[config.mk]
export PLATFORM = sky130hd
export DESIGN_NAME = lsd_top
export DESIGN_NICKNAME = d
export VERILOG_FILES = /design/src/shared/lsd_pkg.sv /design/src/verilog/lsd_cycle_timer.sv /design/src/verilog/lsd_sync_edge.sv /design/src/verilog/lsd_top.sv
export SDC_FILE = /design/constraint.sdc
export NUM_CORES = 1
export LEC_CHECK = 0
export BUFFER_PORTS_ARGS = -buffer_cell sky130_fd_sc_hd__clkbuf_2
export CORE_MARGIN = 5
export CORE_UTILIZATION = 60
export CTS_CLUSTER_DIAMETER = 100
export CTS_CLUSTER_SIZE = 30
export DETAILED_ROUTE_END_ITERATION = 12
export HOLD_SLACK_MARGIN = 0.1
export PLACE_DENSITY = 0.78
export SYNTH_ARGS = -nofsm -noshare
export SYNTH_HDL_FRONTEND = slang
export SYNTH_HIERARCHICAL = 1
export SYNTH_SLANG_ARGS = --single-unit
[constraint.sdc]
create_clock -name clk_in -period 10.2 [get_ports clk_in]
set_clock_uncertainty 0.1 [all_clocks]
set_input_delay 0.51 -clock clk_in [delete_from_list [all_inputs] [get_ports clk_in]]
set_output_delay 0.51 -clock clk_in [all_outputs]
set_load 0.05 [all_outputs]
[src/shared/lsd_pkg.sv]
package lsd_pkg;
	// ----------------------------------------
	// Sizes
	// ----------------------------------------
	localparam int CH_N = 16;
	localparam int GAIN_W = 6;
	localparam int GAIN_LSB = 0;
	localparam int CNT_W = 5;
	localparam int ADDR_W = 8;
	localparam int DATA_W = 16;
	localparam int EVT_W = 4;

	// ----------------------------------------
	// Pulse counts seen while the strobe is high
	// ----------------------------------------
	localparam logic [CNT_W-1:0] CMD_FAULT_RD = 5'h02;
	localparam logic [CNT_W-1:0] CMD_TEMP_RD = 5'h03;
	localparam logic [CNT_W-1:0] CMD_FORCE = 5'h07;
	localparam logic [CNT_W-1:0] CMD_CFG_WR = 5'h0B;
	localparam logic [CNT_W-1:0] CNT_MAX = 5'h1F;

	// ----------------------------------------
	// Register offsets and reset values
	// ----------------------------------------
	localparam logic [ADDR_W-1:0] REG_STATUS = 8'h00;
	localparam logic [ADDR_W-1:0] REG_CLEAR = 8'h04;
	localparam logic [ADDR_W-1:0] REG_ENABLE = 8'h08;
	localparam logic [ADDR_W-1:0] REG_CONFIG = 8'h0C;
	localparam logic [ADDR_W-1:0] REG_FAULT = 8'h10;
	localparam logic [ADDR_W-1:0] REG_LATCH = 8'h14;
	localparam logic [DATA_W-1:0] CFG_RST = 16'h0000;
	localparam logic [DATA_W-1:0] FAULT_RST = 16'hFFFF;
	localparam logic [EVT_W-1:0] IRQ_EN_RST = 4'h0;

	// ----------------------------------------
	// Timing
	// ----------------------------------------
	localparam int CLK_PERIOD_NS = 100;
	localparam int FORCE_TIME_NS = 500;
	localparam int FORCE_CYC_RAW = (FORCE_TIME_NS + CLK_PERIOD_NS - 1) / CLK_PERIOD_NS;
	localparam int FORCE_CYC = (FORCE_CYC_RAW < 1) ? 1 : FORCE_CYC_RAW;

	// ----------------------------------------
	// Types
	// ----------------------------------------
	typedef enum logic [1:0] {
		ST_IDLE = 2'b00,
		ST_FORCE = 2'b01,
		ST_SAMPLE = 2'b11
	} lsd_state_e;

	typedef struct packed {
		logic temp_warn;
		logic fault_seen;
		logic force_done;
		logic cfg_written;
	} lsd_evt_s;
endpackage

[src/verilog/lsd_cycle_timer.sv]
`timescale 1ns/10ps
// Loadable down-counter; done pulses in the last busy cycle, while the count is one
module lsd_cycle_timer import lsd_pkg::*; #(
	parameter int CYC = FORCE_CYC
) (
	input wire logic clk_in,
	input wire logic sys_rst_in,
	input wire logic start_in,
	output logic busy_out,
	output logic done_out
);
	localparam int TW = $clog2(CYC + 1);
	localparam logic [TW-1:0] LOAD = TW'(CYC);

	logic [TW-1:0] cnt_ff;
	logic [TW-1:0] nxt_cnt;

	if (CYC < 1) begin : g_bad_cyc
		$error("lsd_cycle_timer: CYC must be at least 1");
	end

	// Restart wins over a running count
	always_comb begin
		nxt_cnt = cnt_ff;
		if (start_in) begin
			nxt_cnt = LOAD;
		end else if (cnt_ff != '0) begin
			nxt_cnt = cnt_ff - TW'(1);
		end
	end

	always_ff @(posedge clk_in or posedge sys_rst_in) begin
		if (sys_rst_in) begin
			cnt_ff <= '0;
		end else begin
			cnt_ff <= nxt_cnt;
		end
	end

	assign busy_out = (cnt_ff != '0);
	assign done_out = (cnt_ff == TW'(1));
endmodule

[src/verilog/lsd_sync_edge.sv]
`timescale 1ns/10ps
// Two-flop synchroniser with a third stage for edge finding
module lsd_sync_edge import lsd_pkg::*; #(
	parameter int W = 1
) (
	input wire logic clk_in,
	input wire logic sys_rst_in,
	input wire logic [W-1:0] async_in,
	output logic [W-1:0] level_out,
	output logic [W-1:0] rise_out,
	output logic [W-1:0] fall_out
);
	logic [W-1:0] meta_ff;
	logic [W-1:0] sync_ff;
	logic [W-1:0] prev_ff;

	if (W < 1) begin : g_bad_width
		$error("lsd_sync_edge: W must be at least 1");
	end

	// Only sync_ff reads meta_ff; edges come from the settled stages
	always_ff @(posedge clk_in or posedge sys_rst_in) begin
		if (sys_rst_in) begin
			meta_ff <= '0;
			sync_ff <= '0;
			prev_ff <= '0;
		end else begin
			meta_ff <= async_in;
			sync_ff <= meta_ff;
			prev_ff <= sync_ff;
		end
	end

	assign level_out = sync_ff;
	assign rise_out = sync_ff & ~prev_ff;
	assign fall_out = ~sync_ff & prev_ff;
endmodule

[src/verilog/lsd_top.sv]
`timescale 1ns/10ps
// Function
// - Sixteen-bit shift register and separate sixteen-bit output latch feed the channels.
// - Each rising serial clock edge with the strobe low shifts in the serial input bit.
// - Bit leaving the shift register end drives the serial output for cascading.
// - Clock pulses counted while the strobe is high select a command.
// - Configuration command copies shift register into configuration register on strobe fall.
// - Six-bit gain code selects one of 64 steps, 12.5% to 200%.
// - Output enable low lets channels sink; high blanks every channel outside forced detection.
// - Forced detection lights all channels briefly at test current, checks every one.
// - Lit channels are checked for open and short faults during display.
// - Open and short merge into one zero-coded bit per channel, shifted out.
// - Over-temperature warning flag follows the synchronised input each cycle and can be read back.
module lsd_top import lsd_pkg::*; (
	input wire logic clk_in,
	input wire logic sys_rst_in,
	input wire logic link_clk_in,
	input wire logic serial_in_in,
	input wire logic latch_strobe_in,
	input wire logic out_en_n_in,
	input wire logic [CH_N-1:0] chan_open_in,
	input wire logic [CH_N-1:0] chan_short_in,
	input wire logic over_temp_in,
	input wire logic [ADDR_W-1:0] reg_addr_in,
	input wire logic [DATA_W-1:0] reg_wdata_in,
	input wire logic reg_wr_in,
	input wire logic reg_rd_in,
	output logic serial_out_out,
	output logic [CH_N-1:0] sink_channels_out,
	output logic test_current_out,
	output logic [GAIN_W-1:0] gain_code_out,
	output logic [DATA_W-1:0] reg_rdata_out,
	output logic irq_out
);
	// ----------------------------------------
	// Pin synchronisers
	// ----------------------------------------
	// Clock, data and strobe share one synchroniser so they stay aligned
	localparam int LW = 3;
	logic [LW-1:0] link_lvl;
	logic [LW-1:0] link_rise;
	logic [LW-1:0] link_fall;
	logic serial_bit;
	logic strobe_lvl;
	logic clk_rise;
	logic strobe_fall;

	lsd_sync_edge #(.W(LW)) u_link_sync (
		.clk_in(clk_in),
		.sys_rst_in(sys_rst_in),
		.async_in({latch_strobe_in, serial_in_in, link_clk_in}),
		.level_out(link_lvl),
		.rise_out(link_rise),
		.fall_out(link_fall)
	);

	assign clk_rise = link_rise[0];
	assign serial_bit = link_lvl[1];
	assign strobe_lvl = link_lvl[2];
	assign strobe_fall = link_fall[2];

	// Detector and enable inputs come from analogue or far logic
	localparam int DW = 2 * CH_N + 2;
	logic [DW-1:0] det_lvl;
	logic [CH_N-1:0] open_s;
	logic [CH_N-1:0] short_s;
	logic temp_s;
	logic oe_n_s;

	lsd_sync_edge #(.W(DW)) u_det_sync (
		.clk_in(clk_in),
		.sys_rst_in(sys_rst_in),
		.async_in({out_en_n_in, over_temp_in, chan_short_in, chan_open_in}),
		.level_out(det_lvl),
		.rise_out(),
		.fall_out()
	);

	assign open_s = det_lvl[CH_N-1:0];
	assign short_s = det_lvl[2*CH_N-1:CH_N];
	assign temp_s = det_lvl[2*CH_N];
	assign oe_n_s = det_lvl[2*CH_N+1];

	// ----------------------------------------
	// Forced detection timing
	// ----------------------------------------
	logic force_start;
	logic force_busy;
	logic force_done;

	lsd_cycle_timer #(.CYC(FORCE_CYC)) u_force_timer (
		.clk_in(clk_in),
		.sys_rst_in(sys_rst_in),
		.start_in(force_start),
		.busy_out(force_busy),
		.done_out(force_done)
	);

	// ----------------------------------------
	// Serial path and command decode
	// ----------------------------------------
	logic [CH_N-1:0] shift_ff;
	logic [CH_N-1:0] nxt_shift;
	logic [CH_N-1:0] latch_ff;
	logic [CH_N-1:0] nxt_latch;
	logic [DATA_W-1:0] cfg_ff;
	logic [DATA_W-1:0] nxt_cfg;
	logic [CNT_W-1:0] pulse_cnt_ff;
	logic [CNT_W-1:0] nxt_pulse_cnt;
	logic serial_out_ff;
	logic nxt_serial_out;
	logic cfg_written;
	logic [CH_N-1:0] fault_ff;
	logic temp_flag_ff;

	// Pulses under the strobe only count; shifting stops so that
	// the word to be latched is not disturbed by the command
	always_comb begin
		nxt_shift = shift_ff;
		nxt_latch = latch_ff;
		nxt_cfg = cfg_ff;
		nxt_pulse_cnt = pulse_cnt_ff;
		cfg_written = 1'b0;
		force_start = 1'b0;
		if (strobe_fall) begin
			nxt_pulse_cnt = '0;
			unique case (pulse_cnt_ff)
				CMD_CFG_WR: begin
					nxt_cfg = shift_ff;
					cfg_written = 1'b1;
				end
				CMD_FORCE: begin
					force_start = 1'b1;
				end
				CMD_FAULT_RD: begin
					nxt_shift = fault_ff;
				end
				CMD_TEMP_RD: begin
					nxt_shift = {{(CH_N-1){1'b0}}, temp_flag_ff};
				end
				default: begin
					nxt_latch = shift_ff;
				end
			endcase
		end else if (clk_rise && strobe_lvl) begin
			if (pulse_cnt_ff != CNT_MAX) begin
				nxt_pulse_cnt = pulse_cnt_ff + CNT_W'(1);
			end
		end else if (clk_rise) begin
			nxt_shift = {shift_ff[CH_N-2:0], serial_bit};
		end
		nxt_serial_out = nxt_shift[CH_N-1];
	end

	always_ff @(posedge clk_in or posedge sys_rst_in) begin
		if (sys_rst_in) begin
			shift_ff <= '0;
			latch_ff <= '0;
			cfg_ff <= CFG_RST;
			pulse_cnt_ff <= '0;
			serial_out_ff <= 1'b0;
		end else begin
			shift_ff <= nxt_shift;
			latch_ff <= nxt_latch;
			cfg_ff <= nxt_cfg;
			pulse_cnt_ff <= nxt_pulse_cnt;
			serial_out_ff <= nxt_serial_out;
		end
	end

	// ----------------------------------------
	// Channel drive and fault detection
	// ----------------------------------------
	lsd_state_e state_ff;
	lsd_state_e nxt_state;
	logic [CH_N-1:0] sink_ff;
	logic [CH_N-1:0] nxt_sink;
	logic test_cur_ff;
	logic nxt_test_cur;
	logic [CH_N-1:0] nxt_fault;
	logic nxt_temp_flag;
	logic fault_event;

	// Forced test overrides both blanking and latched data, since it
	// must see every channel; display checking only sees lit channels
	always_comb begin
		nxt_state = state_ff;
		nxt_fault = fault_ff;
		nxt_sink = oe_n_s ? '0 : latch_ff;
		nxt_test_cur = 1'b0;
		fault_event = 1'b0;
		unique case (state_ff)
			ST_IDLE: begin
				if (force_start) begin
					nxt_state = ST_FORCE;
				end else if (!oe_n_s) begin
					for (int i = 0; i < CH_N; i++) begin
						if (sink_ff[i]) begin
							nxt_fault[i] = ~(open_s[i] | short_s[i]);
						end
					end
				end
			end
			ST_FORCE: begin
				nxt_sink = '1;
				nxt_test_cur = force_busy; // Test current follows the timer busy flag one cycle late
				if (force_done) begin
					nxt_state = ST_SAMPLE;
				end
			end
			ST_SAMPLE: begin
				nxt_fault = ~(open_s | short_s);
				nxt_state = ST_IDLE;
			end
			default: begin
				nxt_state = ST_IDLE;
			end
		endcase
		if (force_start) begin
			nxt_sink = '1;
			nxt_test_cur = 1'b1;
		end
		fault_event = (nxt_fault != fault_ff) && (nxt_fault != FAULT_RST);
		nxt_temp_flag = temp_s;
	end

	always_ff @(posedge clk_in or posedge sys_rst_in) begin
		if (sys_rst_in) begin
			state_ff <= ST_IDLE;
			sink_ff <= '0;
			test_cur_ff <= 1'b0;
			fault_ff <= FAULT_RST;
			temp_flag_ff <= 1'b0;
		end else begin
			state_ff <= nxt_state;
			sink_ff <= nxt_sink;
			test_cur_ff <= nxt_test_cur;
			fault_ff <= nxt_fault;
			temp_flag_ff <= nxt_temp_flag;
		end
	end

	// ----------------------------------------
	// Register port and interrupt
	// ----------------------------------------
	lsd_evt_s evt;
	lsd_evt_s status_ff;
	lsd_evt_s nxt_status;
	logic [EVT_W-1:0] irq_en_ff;
	logic [EVT_W-1:0] nxt_irq_en;
	logic [EVT_W-1:0] clr_mask;
	logic [DATA_W-1:0] rdata_ff;
	logic [DATA_W-1:0] nxt_rdata;
	logic irq_ff;
	logic nxt_irq;

	// Events show in the status bits one cycle after they happen
	always_comb begin
		evt.temp_warn = temp_s & ~temp_flag_ff;
		evt.fault_seen = fault_event;
		evt.force_done = (state_ff == ST_SAMPLE);
		evt.cfg_written = cfg_written;
	end

	// A set in the cycle of a clear wins, so no event is lost
	always_comb begin
		clr_mask = '0;
		nxt_irq_en = irq_en_ff;
		nxt_rdata = '0;
		if (reg_wr_in && reg_addr_in == REG_CLEAR) begin
			clr_mask = reg_wdata_in[EVT_W-1:0];
		end
		if (reg_wr_in && reg_addr_in == REG_ENABLE) begin
			nxt_irq_en = reg_wdata_in[EVT_W-1:0];
		end
		nxt_status = lsd_evt_s'((status_ff & ~clr_mask) | evt);
		if (reg_rd_in) begin
			unique case (reg_addr_in)
				REG_STATUS: nxt_rdata = {{(DATA_W-EVT_W){1'b0}}, status_ff};
				REG_ENABLE: nxt_rdata = {{(DATA_W-EVT_W){1'b0}}, irq_en_ff};
				REG_CONFIG: nxt_rdata = cfg_ff;
				REG_FAULT: nxt_rdata = fault_ff;
				REG_LATCH: nxt_rdata = latch_ff;
				default: nxt_rdata = '0;
			endcase
		end
		nxt_irq = |(nxt_status & nxt_irq_en);
	end

	always_ff @(posedge clk_in or posedge sys_rst_in) begin
		if (sys_rst_in) begin
			status_ff <= '0;
			irq_en_ff <= IRQ_EN_RST;
			rdata_ff <= '0;
			irq_ff <= 1'b0;
		end else begin
			status_ff <= nxt_status;
			irq_en_ff <= nxt_irq_en;
			rdata_ff <= nxt_rdata;
			irq_ff <= nxt_irq;
		end
	end

	// ----------------------------------------
	// Outputs
	// ----------------------------------------
	// Gain steps run linearly from code 0 (one eighth) to 63 (twice nominal)
	assign gain_code_out = cfg_ff[GAIN_LSB +: GAIN_W];
	assign serial_out_out = serial_out_ff;
	assign sink_channels_out = sink_ff;
	assign test_current_out = test_cur_ff;
	assign reg_rdata_out = rdata_ff;
	assign irq_out = irq_ff;
endmodule
==> results of run 1 <==
-- layout by cell type, fill, tap and decap left out, drive strengths merged, types with 23 or more instances in the layout --
master and n:
clkbuf 113, nand2 55, mux2 51, nor2 59, o21ai 32, dfrtp 177, a21oi 54, inv 36
nor2b 23, dlygate4sd3 38
-- metrics by stage --
step / std cells / hold slack, ns / power [mW] / util / instance area, µm²
2_1_floorplan: 724 / 0.164 / 1.64 / - / 8220
3_3_place_gp: 957 / 0.231 / 1.88 / 0.658 / 8780
3_5_place_dp: 957 / 0.235 / 1.90 / 0.658 / 8780
4_1_cts: 1027 / 0.231 / 2.62 / 0.733 / 9790
5_1_grt: 1027 / 0.249 / 2.76 / 0.733 / 9790
6_report: 1027 / 0.241 / 2.63 / 0.733 / 9790
-- worst paths after layout --
kind,startpoint,to,slack [ns],cells past startpoint
max,state_ff[0]$_DFFE_PP0P_,irq_out$_DFF_PP0_,6.40,9
min,u_det_sync/meta_ff[5]$_DFF_PP0_,u_det_sync/level_out[5]$_DFF_PP0_,0.24,0
max reg2reg,state_ff[0]$_DFFE_PP0P_,irq_out$_DFF_PP0_,6.40,9
min reg2reg,u_det_sync/meta_ff[5]$_DFF_PP0_,u_det_sync/level_out[5]$_DFF_PP0_,0.24,0
max in group asynchronous,sys_rst_in,latch_ff[12]$_DFFE_PP0P_,8.08,4
min in group asynchronous,sys_rst_in,u_force_timer/cnt_ff[2]$_DFFE_PP0P_,0.45,3
-- state kept, by name, summed over array words and instances, names as in the netlist, 5 cells and up --
| name | cells |
|---|---|
| latch_ff | 16 |
| reg_rdata_out | 16 |
| u_det_sync/meta_ff | 34 |
| cfg_ff | 16 |
| sink_channels_out | 16 |
| u_det_sync/level_out | 34 |
| pulse_cnt_ff | 5 |
| fault_ff | 16 |
| shift_ff | 16 |
-- power groups by stage --
stage	clock (mW)	combinational (mW)	sequential (mW)
6_report	0.703	0.764	1.16
3_5_place_dp	0	0.740	1.16
4_1_cts	0.713	0.759	1.15
3_3_place_gp	0	0.720	1.16
5_1_grt	0.749	0.835	1.18
2_1_floorplan	0	0.459	1.18
-- critical path, stage by stage (launching register included) --
cell and delay, ns:
dfrtp_1 0.40, inv_1 0.08, ha_1 0.55, nor2_1 0.43
a21boi_2 0.87, a31oi_1 0.22, o31ai_1 0.40, nand4_1 0.17
and4b_1 0.34, o31ai_1 0.08
-- final cells by class --
class | count | area (µm²)
repair buffers | 136 | 883
clock buffers | 20 | 447
inverters | 33 | 126
clock inverters | 12 | 176
well taps | 176 | 220
flip-flops and latches | 193 | 4850
fillers | 939 | 3560
multi-input cells | 457 | 3080
-- metal layers --
metal | up-vias | global-route usage
li1 | 2805 | -
met1 | 3182 | 0.382
met2 | 315 | 0.457
met3 | 43 | 0.0639
met4 | 0 | 0.0890
met5 | - | 0
==> metrics.md, run 1 <==
| Metric | Value |
|---|---|
| Detailed placement HPWL | `14800 µm` |
| Syn avg cell area | `11.4 µm²` |
| Ant diodes | `0` |
| Initial DRT Pass Iterations | `5` |
| All-Layer GR Usage | `0.281` |
| Iter 0 DRT Violations | `701` |
| Max Cap Viol | `0` |
| GRT overflow | `0` |
| Net Switching | `0.984 mW` |
| Hold Path Class | `reg -> reg` |
| Via count | `6345` |
| RSZ-0062 raised after global routing | `false` |
| Largest net degree at the start of global routing | `69` |
| Die Wd | `127 µm` |
| Met3 WL | `1700 µm` |
| Mapped Cells | `724` |
| Routability Congestion | `0.951` |
| Switching Fraction | `0.374` |
| FMAX | `0.263 GHz` |
| P_int | `1.65 mW` |
| Highest Signal Layer | `met4` |
| Dpl ws | `6.49 ns` |
| Gate power share | `0.291` |
| IR Drop Worst-Case VDD | `0.216 mV` |
| Cts hold-fix bufs | `38` |
| Power per cell area | `269 nW/µm²` |
| Part of the power in registers | `0.442` |
| Period utilisation layout | `0.373` |
| WL/cell | `21.1 µm` |
| # Post-CTS Setup Buffers | `0` |
| Worst-path fanout max | `22` |
| Critical Path AT | `3.99 ns` |
| Final WS setup | `6.40 ns` |
| Headroom to the max-slew limit | `0.123` |
| DRC errors left | `0` |
| YS warnings | `6` |
| Die ar. | `16100 µm²` |
| First-pass GRT wire length | `35300 µm` |
| Initial antenna violation count | `0` |
| Area growth syn-to-layout | `19.0%` |
| Mapped Nets | `798` |
| Crit Path Class | `reg -> reg` |
| Nets | `912` |
| Chip height | `127 µm` |
| Slew Viols, Final | `0` |
| Outcome | `completed` |
| Initial core utilization | `0.616` |
| Setup-failing EPs final | `0` |
| Worst Max-Slew Pin Slew | `1.31 ns` |
| Metal-1 WL | `8930 µm` |
| Final wirelength | `21700 µm` |
| TritonCTS sink count | `193` |
| IO Pins | `106` |
| CTS tree | `built` |
| Worst skew pair latency | `0.43 ns` |
| Crit. End Element | `flip-flop` |
| WL met2 | `10600 µm` |
| Crit path time final | `3.80 ns` |
| Final setup TNS | `0 ns` |
| Cell area after synthesis | `8220 µm²` |
| # H-tree levels | `4` |
| CTS resizes | `0` |
| Leak | `4.40 nW` |
| Via/cell ratio | `6.18` |
| Vias in the first global route | `6498` |
| Core area | `13300 µm²` |
| Critical path launch point type | `flip-flop` |
| Number of CTS-inserted buffers | `17` |
| I/O Buffers | `93` |
| Rows | `42` |
| Layout cells sized above 1 | `0.260` |
| Final Hold Vio Count | `0` |
| Root buffer cell | `clkbuf_16` |
| Bufs on Longest Clock Path | `2` |
| Clock Pin Slew Worst Setup and Hold Paths | `0.07 ns` |
| Critical Path RT | `10.39 ns` |
| Clock power frac | `0.267` |
| Post-DRT Antenna Nets | `0` |
Power figures use the tool's default switching activity.
==> run 2: changes to the inputs <==
--- a/config.mk
+++ b/config.mk
@@ -7,12 +7,12 @@
 export LEC_CHECK = 0
 export BUFFER_PORTS_ARGS = -buffer_cell sky130_fd_sc_hd__clkbuf_2
 export CORE_MARGIN = 5
-export CORE_UTILIZATION = 60
+export CORE_UTILIZATION = 59
 export CTS_CLUSTER_DIAMETER = 100
 export CTS_CLUSTER_SIZE = 30
 export DETAILED_ROUTE_END_ITERATION = 12
 export HOLD_SLACK_MARGIN = 0.1
-export PLACE_DENSITY = 0.78
+export PLACE_DENSITY = 0.77
 export SYNTH_ARGS = -nofsm -noshare
 export SYNTH_HDL_FRONTEND = slang
 export SYNTH_HIERARCHICAL = 1
==> constraint.sdc (replaced) <==
create_clock -name clk_in -period 3.9 [get_ports clk_in]
set_clock_uncertainty 0.1 [all_clocks]
set_input_delay 0.195 -clock clk_in [delete_from_list [all_inputs] [get_ports clk_in]]
set_output_delay 0.195 -clock clk_in [all_outputs]
set_load 0.05 [all_outputs]
==> metrics.md, run 2 (same netlist as run 1, synthesis figures left out) <==
| Metric | Value |
|---|---|
| FMAX | `0.318 GHz (+21%)` |
| Clock Pin Slew Worst Setup and Hold Paths | `0.07 ns (about the same)` |
| First-pass GRT wire length | `35000 µm (-1.1%)` |
| Final Hold Vio Count | `0 (unchanged)` |
| Layout cells sized above 1 | `0.267 (+0.00759)` |
| Worst-path fanout max | `12 (-45%)` |
| Crit Path Class | `reg -> reg` |
| Hold Path Class | `in -> async` |
| Crit path time final | `3.15 ns (-0.654 ns)` |
| Die Wd | `128 µm (+0.78%)` |
| Critical Path AT | `3.33 ns (-0.66 ns)` |
| Final wirelength | `22200 µm (+2.2%)` |
| I/O Buffers | `93 (unchanged)` |
| Hold slack | `0.173 ns (-0.0673 ns)` |
| WL/cell | `21.2 µm (+0.19%)` |
| CTS tree | `built` |
| Area growth syn-to-layout | `21.1%` |
| RSZ-0062 raised after global routing | `false` |
| All-Layer GR Usage | `0.282 (+0.000345)` |
| Headroom to the max-slew limit | `0.247 (+0.123)` |
| Ant diodes | `0 (unchanged)` |
| Chip height | `128 µm (+0.78%)` |
| Routability Congestion | `0.978 (+2.8%)` |
| CTS resizes | `0 (unchanged)` |
| Post-DRT Antenna Nets | `0 (unchanged)` |
| Via count | `6330 (-0.24%)` |
| Core area | `13800 µm² (+3.2%)` |
| Iter 0 DRT Violations | `701 (unchanged)` |
| Slew Viols, Final | `0 (unchanged)` |
| Dpl ws | `0.774 ns (-5.71 ns)` |
| Outcome | `completed` |
| Fin util | `0.723 (-0.0101)` |
| Period utilisation layout | `0.807 (+0.435)` |
| Vias in the first global route | `6514 (+0.25%)` |
| Worst Max-Slew Pin Slew | `1.13 ns (-0.184 ns)` |
| TritonCTS sink count | `193 (unchanged)` |
| Commonest non-fill, non-tap cell in the layout | `dfrtp_1` |
| Bufs on Longest Clock Path | `2 (unchanged)` |
| Final WS setup | `0.751 ns (-5.65 ns)` |
| GRT overflow | `0 (unchanged)` |
| Initial core utilization | `0.597 (-0.0190)` |
| IR Drop Worst-Case VDD | `0.500 mV (+130%)` |
| Number of CTS-inserted buffers | `17 (unchanged)` |
| Rows | `43 (+2.4%)` |
| Power per cell area | `700 nW/µm² (+160%)` |
| IO Pins | `106 (unchanged)` |
| Detailed placement HPWL | `14600 µm (-1.1%)` |
| Final setup TNS | `0 ns (unchanged)` |
| Commonest non-fill, non-tap cells in the layout | `177 x dfrtp_1, 93 x clkbuf_2, 57 x nor2_1` |
| Via/cell ratio | `6.04 (-2.2%)` |
| Root buffer cell | `clkbuf_16` |
| # H-tree levels | `4 (unchanged)` |
| Worst skew pair latency | `0.43 ns (about the same)` |
| Largest net degree at the start of global routing | `56 (-19%)` |
| Critical path launch point type | `flip-flop` |
| Initial DRT Pass Iterations | `5 (unchanged)` |
| Critical Path RT | `4.09 ns (-6.30 ns)` |
| Setup-failing EPs final | `0 (unchanged)` |
| Nets | `929 (+1.9%)` |
| Max Cap Viol | `0 (unchanged)` |
| Die ar. | `16400 µm² (+1.6%)` |
| Leak | `4.50 nW (+2.3%)` |
| Crit. End Element | `flip-flop` |
| Initial antenna violation count | `0 (unchanged)` |
| DRC errors left | `0 (unchanged)` |
-- run 2: cell count changes in the layout (fill, tap and decap cells not counted), sizes merged --
cell,previous run,this run
inv,36,37
clkinv,3,6
clkbuf,113,111
dlygate4sd3,38,46
clkinvlp,2,0
buf,5,14
-- run 2: per-layer routing --
layer / track usage / vias to the layer above / share of wire
met5: 0 / - / 0
met4: 0.109 / 0 / 0.022
met3: 0.0638 / 49 / 0.076
met2: 0.451 / 315 / 0.49
met1: 0.379 / 3123 / 0.41
li1: - / 2843 / -
-- run 2: path summary, 6_finish.rpt --
path | from | endpoint | slack (ns) | depth (start not counted)
hold / removal | sys_rst_in | u_force_timer/cnt_ff[1]$_DFFE_PP0P_ | 0.17 | 3
min in group clk_in | reg_wr_in | status_ff[1]$_DFF_PP0_ | 0.19 | 6
setup reg to reg | state_ff[0]$_DFFE_PP0P_ | irq_out$_DFF_PP0_ | 0.75 | 10
max in group asynchronous | sys_rst_in | fault_ff[7]$_DFF_PP1_ | 2.33 | 4
setup / recovery | state_ff[0]$_DFFE_PP0P_ | irq_out$_DFF_PP0_ | 0.75 | 10
hold reg to reg | u_det_sync/meta_ff[9]$_DFF_PP0_ | u_det_sync/level_out[9]$_DFF_PP0_ | 0.25 | 0
-- run 2: what timing repair did --
| item | 4_1_cts | 5_1_grt |
|---|---|---|
| buffers inserted | 0 | 0 |
| hold buffers | 46 | 0 |
| endpoints found under the hold margin | 134 | 0 |
| endpoints found under the setup margin | 0 | 0 |
-- run 2: worst max-delay path, stage by stage, from the launching register on --
cell,delay [ns]
dfrtp_1,0.38
inv_1,0.07
ha_1,0.31
nor2_1,0.30
a21boi_2,0.58
buf_4,0.29
a31o_2,0.16
a21o_1,0.14
nor4b_1,0.29
and4b_1,0.30
o31ai_1,0.09
-- run 2: layout make-up --
| cell class | count | area (µm²) |
|---|---|---|
| tap | 180 | 225 |
| fill | 972 | 3810 |
| clock buffer | 18 | 439 |
| multi-input combinational | 457 | 3080 |
| clock inverter | 14 | 204 |
| timing repair buffer | 153 | 1030 |
| inverter | 33 | 126 |
| sequential | 193 | 4850 |
-- run 2: where the power goes --
| group | leakage (nW) | total, mW | switching, mW | internal (mW) |
|---|---|---|---|---|
| Sequential | 2.30 | 3.04 | 0.585 | 2.45 |
| Combinational | 1.88 | 2.05 | 1.27 | 0.781 |
| Clock | 0.318 | 1.88 | 0.777 | 1.10 |
| Total | 4.50 | 6.97 | 2.63 | 4.34 |
-- run 2: per-stage QoR --
stage	power, mW	cell area [µm²]	instances
after CTS	6.94	9960	1048
after floorplan	4.30	8220	724
after global placement	4.94	8850	970
after detailed placement	5.01	8850	970
final	6.97	9960	1048
after global routing	7.30	9960	1048
